$ cat src/verilog/sleep_retention_pkg.sv
// constants and types for the sleep-state sequencer
//
// Notes on behaviour
// - sleep removes core-domain power, processor core included, battery rail only
// - processor RAM is marked invalid after every sleep period
// - leaving sleep always restarts the core at the reset vector
// - temperature ADC, supply ADC, clock and LCD stay powered, each enable kept
// - sleep lasts until an enabled or nonmaskable wake event arrives
// - four byte scratch registers keep contents through sleep
// - listed configuration registers are retained through sleep
// - temperature change wakes device unless temperature measurement disabled
// - supply ADC result sets flag bit 3 with supply measurement on; power event vector rises on it only with enable bit 3 set
// - supply ADC wake suppressed when enable bit 3 is clear
// - main supply restoration always wakes and sets flag bit 7
// - peripheral config bit 6 shows switched rail on main supply
// - non-supply wake resumes in battery run state at reset vector
package sleep_retention_pkg;

  // ****************************************
  // register addresses
  // ****************************************
  localparam logic [7:0] ADDR_POWER_EVENT_ENABLE = 8'hEC;
  localparam logic [7:0] ADDR_TEMP_SUPPLY_DELTA  = 8'hF3;
  localparam logic [7:0] ADDR_PERIPHERAL_CONFIG  = 8'hF4;
  localparam logic [7:0] ADDR_POWER_EVENT_FLAGS  = 8'hF8;
  localparam logic [7:0] ADDR_SCRATCH_A          = 8'hFB;
  localparam logic [7:0] ADDR_SCRATCH_B          = 8'hFC;
  localparam logic [7:0] ADDR_SCRATCH_C          = 8'hFD;
  localparam logic [7:0] ADDR_SCRATCH_D          = 8'hFE;
  localparam logic [7:0] ADDR_POWER_CONTROL      = 8'hC5;

  // ****************************************
  // field positions
  // ****************************************
  localparam int BIT_SUPPLY_ADC      = 3;
  localparam int BIT_SUPPLY_RESTORED = 7;
  localparam int BIT_RAIL_ON_MAIN    = 6;
  localparam int BIT_SLEEP_REQUEST   = 4;
  localparam int BIT_TEMP_MEAS_EN    = 0;
  localparam int BIT_SUPPLY_MEAS_EN  = 1;
  localparam int BIT_CLOCK_EN        = 2;
  localparam int BIT_LCD_EN          = 3;

  // ****************************************
  // reset values
  // ****************************************
  localparam logic [7:0] RST_BYTE   = 8'h00;
  localparam logic [7:0] RST_DELTA  = 8'h03;
  localparam logic [3:0] RST_PERIPHERAL_CONFIG = 4'hF;

  typedef enum logic [1:0] {
    NORMAL_RUN,
    BATTERY_RUN,
    SLEEP
  } power_state_e;

  // power switches toward the domains
  typedef struct packed {
    logic core_power_en;
    logic core_reset;
    logic ram_valid;
    logic temp_adc_en;
    logic supply_adc_en;
    logic clock_cal_en;
    logic lcd_en;
  } power_ctl_s;

  typedef logic [7:0] byte_t;

endpackage

$ cat src/verilog/sleep_mode_retention_wakeup.sv
// sleep-state sequencer with retained registers and wake-up logic
`timescale 1ns/100ps
module sleep_mode_retention_wakeup
  import sleep_retention_pkg::*;
(
  input  wire logic       CLK_SYS,
  input  wire logic       SYS_RST,
  input  wire logic [7:0] REG_ADDR,
  input  wire logic [7:0] REG_WDATA,
  input  wire logic       REG_WR,
  input  wire logic       REG_RD,
  output logic      [7:0] REG_RDATA,
  input  wire logic       RAIL_ON_MAIN,
  input  wire logic       TEMP_CHANGE,
  input  wire logic       SUPPLY_ADC_DONE,
  output power_ctl_s      POWER_CTL,
  output logic            POWER_EVENT_VECTOR,
  output logic            WAKE_REQUEST,
  output logic      [1:0] POWER_STATE
);

  // ****************************************
  // pin synchronisers
  // ****************************************
  logic [1:0] rail_sync_reg;
  logic [1:0] temp_sync_reg;
  logic [1:0] sadc_sync_reg;
  logic       rail_prev_reg;
  logic       temp_prev_reg;
  logic       sadc_prev_reg;

  // rail starts high to match normal run, so reset raises no false restore
  always_ff @(posedge CLK_SYS) begin
    if (SYS_RST) begin
      rail_sync_reg <= '1;
      temp_sync_reg <= 2'h0;
      sadc_sync_reg <= 2'h0;
    end else begin
      rail_sync_reg <= {rail_sync_reg[0], RAIL_ON_MAIN};
      temp_sync_reg <= {temp_sync_reg[0], TEMP_CHANGE};
      sadc_sync_reg <= {sadc_sync_reg[0], SUPPLY_ADC_DONE};
    end
  end

  // previous levels for edge detect; only the second flop feeds them
  always_ff @(posedge CLK_SYS) begin
    if (SYS_RST) begin
      rail_prev_reg <= 1'b1;
      temp_prev_reg <= 1'b0;
      sadc_prev_reg <= 1'b0;
    end else begin
      rail_prev_reg <= rail_sync_reg[1];
      temp_prev_reg <= temp_sync_reg[1];
      sadc_prev_reg <= sadc_sync_reg[1];
    end
  end

  logic rail_on_main;
  logic supply_restored_event;
  logic temp_event;
  logic supply_adc_event;

  assign rail_on_main          = rail_sync_reg[1];
  assign supply_restored_event = rail_sync_reg[1] & ~rail_prev_reg;
  assign temp_event            = temp_sync_reg[1] & ~temp_prev_reg;
  assign supply_adc_event      = sadc_sync_reg[1] & ~sadc_prev_reg;

  // ****************************************
  // register file
  // ****************************************
  // retained set sits on the always-on domain, so only SYS_RST clears it
  byte_t power_event_enable_reg;
  byte_t temp_supply_delta_reg;
  logic [3:0] peripheral_config_ctl_reg;
  byte_t scratch_reg [4];
  logic  supply_adc_flag_reg;
  logic  supply_restored_flag_reg;
  power_state_e state_reg;
  power_state_e state_next;

  function automatic logic wr_hit(input logic [7:0] a);
    wr_hit = REG_WR && (REG_ADDR == a);
  endfunction

  function automatic logic scratch_hit(input logic [7:0] a);
    scratch_hit = (a >= ADDR_SCRATCH_A) && (a <= ADDR_SCRATCH_D);
  endfunction

  // a sensor counts only with its delta check and its power enable both set
  function automatic logic meas_on(input byte_t      delta,
                                   input logic [3:0] enables,
                                   input int         b);
    meas_on = delta[b] & enables[b];
  endfunction

  // slot index only meaningful while scratch_hit is true
  logic [1:0] scratch_idx;
  assign scratch_idx = 2'(REG_ADDR - ADDR_SCRATCH_A);

  always_ff @(posedge CLK_SYS) begin
    if (SYS_RST) begin
      power_event_enable_reg <= RST_BYTE;
    end else if (wr_hit(ADDR_POWER_EVENT_ENABLE)) begin
      power_event_enable_reg <= REG_WDATA;
    end
  end

  always_ff @(posedge CLK_SYS) begin
    if (SYS_RST) begin
      temp_supply_delta_reg <= RST_DELTA;
    end else if (wr_hit(ADDR_TEMP_SUPPLY_DELTA)) begin
      temp_supply_delta_reg <= REG_WDATA;
    end
  end

  // only the four enables are stored; the rail bit is live status
  always_ff @(posedge CLK_SYS) begin
    if (SYS_RST) begin
      peripheral_config_ctl_reg <= RST_PERIPHERAL_CONFIG;
    end else if (wr_hit(ADDR_PERIPHERAL_CONFIG)) begin
      peripheral_config_ctl_reg <= REG_WDATA[3:0];
    end
  end

  // scratch bytes never cleared by sleep entry or wake
  always_ff @(posedge CLK_SYS) begin
    if (SYS_RST) begin
      for (int i = 0; i < 4; i++) begin
        scratch_reg[i] <= RST_BYTE;
      end
    end else if (REG_WR && scratch_hit(REG_ADDR)) begin
      scratch_reg[scratch_idx] <= REG_WDATA;
    end
  end

  // ****************************************
  // event flags
  // ****************************************
  // write one to clear; a same-cycle event wins over the clear
  // always_comb, not assign: wr_hit reads bus signals behind its argument
  logic flags_wr;
  always_comb begin
    flags_wr = wr_hit(ADDR_POWER_EVENT_FLAGS);
  end

  always_ff @(posedge CLK_SYS) begin
    if (SYS_RST) begin
      supply_adc_flag_reg <= 1'b0;
    end else if (supply_adc_event
                 && meas_on(temp_supply_delta_reg, peripheral_config_ctl_reg,
                            BIT_SUPPLY_MEAS_EN)) begin
      supply_adc_flag_reg <= 1'b1;
    end else if (flags_wr && REG_WDATA[BIT_SUPPLY_ADC]) begin
      supply_adc_flag_reg <= 1'b0;
    end
  end

  // restore flag has no enable: it is never masked
  always_ff @(posedge CLK_SYS) begin
    if (SYS_RST) begin
      supply_restored_flag_reg <= 1'b0;
    end else if (supply_restored_event) begin
      supply_restored_flag_reg <= 1'b1;
    end else if (flags_wr && REG_WDATA[BIT_SUPPLY_RESTORED]) begin
      supply_restored_flag_reg <= 1'b0;
    end
  end

  // ****************************************
  // wake-up request
  // ****************************************
  // wake sources that the enables have not masked
  logic temp_wake;
  logic adc_wake;
  assign temp_wake = temp_event
                   & meas_on(temp_supply_delta_reg, peripheral_config_ctl_reg,
                             BIT_TEMP_MEAS_EN);
  assign adc_wake  = supply_adc_flag_reg
                   & power_event_enable_reg[BIT_SUPPLY_ADC];

  // pending restore flag stays in the request, so no rail return is lost
  assign WAKE_REQUEST = supply_restored_event | supply_restored_flag_reg
                      | adc_wake | temp_wake;

  assign POWER_EVENT_VECTOR = adc_wake | supply_restored_flag_reg;

  // ****************************************
  // power state machine
  // ****************************************
  logic sleep_req;
  always_comb begin
    sleep_req = wr_hit(ADDR_POWER_CONTROL) && REG_WDATA[BIT_SLEEP_REQUEST];
  end

  // battery run is the only way in; any supply return goes to normal run
  always_comb begin
    state_next = state_reg;
    unique case (state_reg)
      NORMAL_RUN: begin
        if (!rail_on_main) begin
          state_next = BATTERY_RUN;
        end
      end
      BATTERY_RUN: begin
        if (rail_on_main) begin
          state_next = NORMAL_RUN;
        end else if (sleep_req) begin
          state_next = SLEEP;
        end
      end
      SLEEP: begin
        // held here with no timeout until a wake source fires
        if (supply_restored_event || rail_on_main) begin
          state_next = NORMAL_RUN;
        end else if (WAKE_REQUEST) begin
          state_next = BATTERY_RUN;
        end
      end
    endcase
  end

  always_ff @(posedge CLK_SYS) begin
    if (SYS_RST) begin
      state_reg <= NORMAL_RUN;
    end else begin
      state_reg <= state_next;
    end
  end

  // ****************************************
  // core domain control
  // ****************************************
  // ram validity dropped on sleep; firmware sees it clear after wake
  logic ram_valid_reg;
  always_ff @(posedge CLK_SYS) begin
    if (SYS_RST) begin
      ram_valid_reg <= 1'b1;
    end else if (state_reg == SLEEP) begin
      ram_valid_reg <= 1'b0;
    end else if (wr_hit(ADDR_POWER_CONTROL) && !REG_WDATA[BIT_SLEEP_REQUEST])
    begin
      ram_valid_reg <= 1'b1;
    end
  end

  // core reset follows sleep one cycle late, so it is set from the second sleep cycle to one cycle after wake
  logic core_reset_reg;
  always_ff @(posedge CLK_SYS) begin
    if (SYS_RST) begin
      core_reset_reg <= 1'b1;
    end else begin
      core_reset_reg <= (state_reg == SLEEP);
    end
  end

  // sleep cuts the core rail; always-on enables pass through untouched
  always_comb begin
    POWER_CTL.core_power_en = (state_reg != SLEEP);
    POWER_CTL.core_reset    = core_reset_reg;
    POWER_CTL.ram_valid     = ram_valid_reg;
    POWER_CTL.temp_adc_en   = peripheral_config_ctl_reg[BIT_TEMP_MEAS_EN];
    POWER_CTL.supply_adc_en = peripheral_config_ctl_reg[BIT_SUPPLY_MEAS_EN];
    POWER_CTL.clock_cal_en  = peripheral_config_ctl_reg[BIT_CLOCK_EN];
    POWER_CTL.lcd_en        = peripheral_config_ctl_reg[BIT_LCD_EN];
  end

  assign POWER_STATE = state_reg;

  // ****************************************
  // read path
  // ****************************************
  // write-only power control and unmapped addresses read as zero
  byte_t rdata_next;
  always_comb begin
    rdata_next = RST_BYTE;
    if (scratch_hit(REG_ADDR)) begin
      rdata_next = scratch_reg[scratch_idx];
    end else begin
      unique case (REG_ADDR)
        ADDR_POWER_EVENT_ENABLE: rdata_next = power_event_enable_reg;
        ADDR_TEMP_SUPPLY_DELTA:  rdata_next = temp_supply_delta_reg;
        ADDR_PERIPHERAL_CONFIG: begin
          rdata_next[3:0] = peripheral_config_ctl_reg;
          rdata_next[BIT_RAIL_ON_MAIN] = rail_on_main;
        end
        ADDR_POWER_EVENT_FLAGS: begin
          rdata_next[BIT_SUPPLY_ADC]      = supply_adc_flag_reg;
          rdata_next[BIT_SUPPLY_RESTORED] = supply_restored_flag_reg;
        end
        default: rdata_next = RST_BYTE;
      endcase
    end
  end

  always_ff @(posedge CLK_SYS) begin
    if (SYS_RST) begin
      REG_RDATA <= RST_BYTE;
    end else if (REG_RD) begin
      REG_RDATA <= rdata_next;
    end
  end

endmodule

$ cat config.mk
export PLATFORM = sky130hd
export DESIGN_NAME = sleep_mode_retention_wakeup
export DESIGN_NICKNAME = d
export VERILOG_FILES = /design/src/verilog/sleep_retention_pkg.sv /design/src/verilog/sleep_mode_retention_wakeup.sv
export SDC_FILE = /design/constraint.sdc
export NUM_CORES = 1
export LEC_CHECK = 0
export ABC_AREA = 1
export BUFFER_PORTS_ARGS = -buffer_cell sky130_fd_sc_hd__buf_2
export CORE_MARGIN = 2
export CORE_UTILIZATION = 40
export DETAILED_ROUTE_END_ITERATION = 8
export GPL_ROUTABILITY_DRIVEN = 1
export PLACE_DENSITY = 0.59
export SLEW_MARGIN = 20
export SYNTH_ARGS = -nofsm -noshare
export SYNTH_HDL_FRONTEND = slang
export SYNTH_SLANG_ARGS = --single-unit
export TNS_END_PERCENT = 5
$ cat constraint.sdc
create_clock -name CLK_SYS -period 2.6 [get_ports CLK_SYS]
set_input_delay 0.13 -clock CLK_SYS [delete_from_list [all_inputs] [get_ports CLK_SYS]]
set_output_delay 0.13 -clock CLK_SYS [all_outputs]
set_load 0.01 [all_outputs]
==> impl_metrics.json <==
{
  "max_freq_mhz": 521.9,
  "wl_um": 8710,
  "dr_wl_met3_um": 560,
  "finalCoreUtilization_pct": 47.69,
  "async_flop_share_pct": 0,
  "largest_reg_flops": 32,
  "synthCells": 420,
  "synth_cell_types": 28,
  "clock_latency_ps": 360,
  "clkPwrFrac_pct": 35.5,
  "antenna_found_initial": 0,
  "place.gp.congestion": 0.9174,
  "worst_slew_pin_slew_ps": 481.5,
  "detail-route-antenna-nets": 0,
  "slew_violations": 0,
  "place_area_sq_mm": 0.003704,
  "ctsResizeCount": 0,
  "setup_viol": 0,
  "avgSynthCellArea_sq_um": 8.091,
  "top_layer": "met4",
  "outcome": "complete, no violations",
  "min_period_ps": 1916,
  "cts.sinks": 75,
  "cp-start-kind": "input port",
  "final_area_sq_mm": 0.003919,
  "fin_nets": 494,
  "ios": 42,
  "path_clk_slew_ps": 80,
  "route.detailed.drc": 0,
  "grt_pass1_wl_um": 13390,
  "p_sw_uw": 635.4,
  "hold_viol": 0,
  "cts_buffers": 9,
  "die_h_um": 96.17,
  "path_cells": "buf_2 -> inv_1 -> ha_1 -> inv_1 -> nand2_1 -> nand2_1 -> nand2_1 -> nand2_2 -> clkinv_2 -> nand3_2 -> nor2_2 -> nand2_2 -> nand2_1",
  "drv_cap": 0,
  "syn_area_sq_mm": 0.003398,
  "syn-num-nets": 447,
  "drt-met1-wl_um": 4259,
  "powerDensity_mw_per_mm2": 610.1,
  "root_buffer": "clkbuf_8",
  "grt_start_max_net_pins": 26,
  "rows": 33,
  "routed-via-count": 2952,
  "synth_top_cells_by_area": "edfxtp_1 (28%), dfxtp_1 (25%), nand2_1 (9.7%)",
  "crit_fanout": 15,
  "setup-tns-final_ps": 0,
  "drt_iter0_markers": 190,
  "synth_edf_count": 32,
  "grt-ovfl-total": 0,
  "dieArea_sq_mm": 0.009249,
  "min_period_over_period_pct": 73.70,
  "yosys.area.top_type": "edfxtp_1",
  "grt_usage_pct": 19.75,
  "wl_met2_um": 3790,
  "end_kind": "flip-flop",
  "start_util_pct": 41.36,
  "fp.dieW_um": 96.17,
  "coreArea_sq_mm": 0.008217,
  "power.total_mw": 2.391,
  "synth_most_common_cell": "nand2_1",
  "p_int_mw": 1.755,
  "slew_headroom_pct": 67.90,
  "skew_ps": 10.43,
  "io_buffers": 41,
  "cts_tree": "built",
  "pwr-share-comb_pct": 10.4,
  "whs_ps": 51.14,
  "slowest_delay_ps": 310,
  "rr_worst_depth": 8,
  "crit_slowest_cell": "nand2_1",
  "yosysWarnings": 0,
  "cp.required_ps": 2620,
  "n_antenna_cell": 0,
  "hp-class": "in2reg",
  "yosysTopAreaCellShare_pct": 28.28,
  "switching_share_pct": 26.58,
  "routedWlPerCell_um": 15.10,
  "cp_common_cell": "nand2_1",
  "fillers": 817,
  "area_delta_synth_final_pct": 15.32,
  "hpwl_um": 6311,
  "rsz0062_at_grt": "false",
  "p_seq_share_pct": 54.1,
  "power.leakage_nw": 1.732,
  "yosysSeqAreaShare_pct": 53.61,
  "cts_max_path_buffers": 2,
  "viasPerCell": 5.116,
  "synthFlopType": "dfxtp_1",
  "layout-drive-gt1-share_pct": 16.95,
  "worstSetupPathType": "in2reg",
  "holdPathStages": 3,
  "htreeDepth": 3,
  "ys_ff_latch": 75,
  "ir_worst_vdd_mv": 0.2599,
  "crit_arrival_ps": 1930,
  "first_global_vias": 2655,
  "drtPass1Iterations": 5,
  "synth_commonest_cells": "nand2_1 (88), nor2_1 (68), inv_1 (47), dfxtp_1 (43), nand3_1 (39)"
}
cells in the final DEF, fill, tap and decap left out, drive strengths merged:
cell type,Yosys,routed
inv,48,50
edfxtp,32,32
and2,1,1
o31ai,1,1
nand4,6,6
ha,4,4
nor3b,1,1
dfxtp,43,43
a21oi,27,27
nand3,41,41
nor2,72,72
nand2,92,92
or2,4,4
clkinv,3,7
buf,8,46
o211ai,8,8
nand3b,2,2
dlygate4sd3,0,3
o21ai,17,17
nor3,3,3
clkbuf,5,10
o22ai,2,2
through the flow:
stage | setup slack (ps) | cells
floorplan | 553.6 | 420
global placement | 422.2 | 558
detailed placement | 353.6 | 558
CTS | 716.5 | 577
global route | 470.7 | 577
finish | 683.8 | 577
cell type report:
| class | instances | area (sq um) | area share (%) |
|---|---|---|---|
| sequential | 75 | 1822 | 46.49 |
| multi-input combinational | 281 | 1314 | 33.52 |
| timing repair buffer | 49 | 272.8 | 6.960 |
| inverter | 51 | 193.9 | 4.949 |
| clock buffer | 10 | 148.9 | 3.799 |
| tap | 105 | 131.4 | 3.352 |
| clock inverter | 6 | 36.28 | 0.9259 |
routing by layer:
layer,vias up,track usage [%]
met1,1385,28.66
met3,9,4.777
met4,0,5.357
met2,94,29.28
li1,1464,-
met5,-,0
critical path, delay by kind of cell:
family | cells | cell delay [ps]
and+or+nand+nor | 8 | 1190
buffers and inverters | 4 | 470
adders and majority gates | 1 | 140
power by group through the flow:
stage	Combinational (mW)	Sequential, mW	Clock, mW
global route	0.280	1.30	0.912
finish	0.249	1.29	0.849
floorplan	0.151	1.32	0
CTS	0.248	1.29	0.863
detailed placement	0.243	1.32	0
global placement	0.243	1.32	0
logic make-up after synthesis:
family          after synthesis  share of synthesized area, %
flops                        75                         53.61
buf+inv                      64                         7.732
fa+ha+maj                     4                         1.473
compound gates               55                         8.837
simple gates                222                         28.35
worst paths after layout:
kind,start,end,slack [ps]
worst max register to register,rail_sync_reg[1],POWER_STATE[0],1310
worst max-delay path,REG_ADDR[0],scratch_reg[1][6],680
worst min register to register,sadc_sync_reg[0],sadc_sync_reg[1],410
worst min-delay path,REG_WDATA[3],peripheral_config_ctl_reg[3],50
repair_timing:
action | 4_1_cts | 5_1_grt
buffers inserted | 0 | 0
hold buffers | 3 | 0
hold endpoints to repair | 3 | 0
No activity file was read; power rests on OpenSTA's default activity.
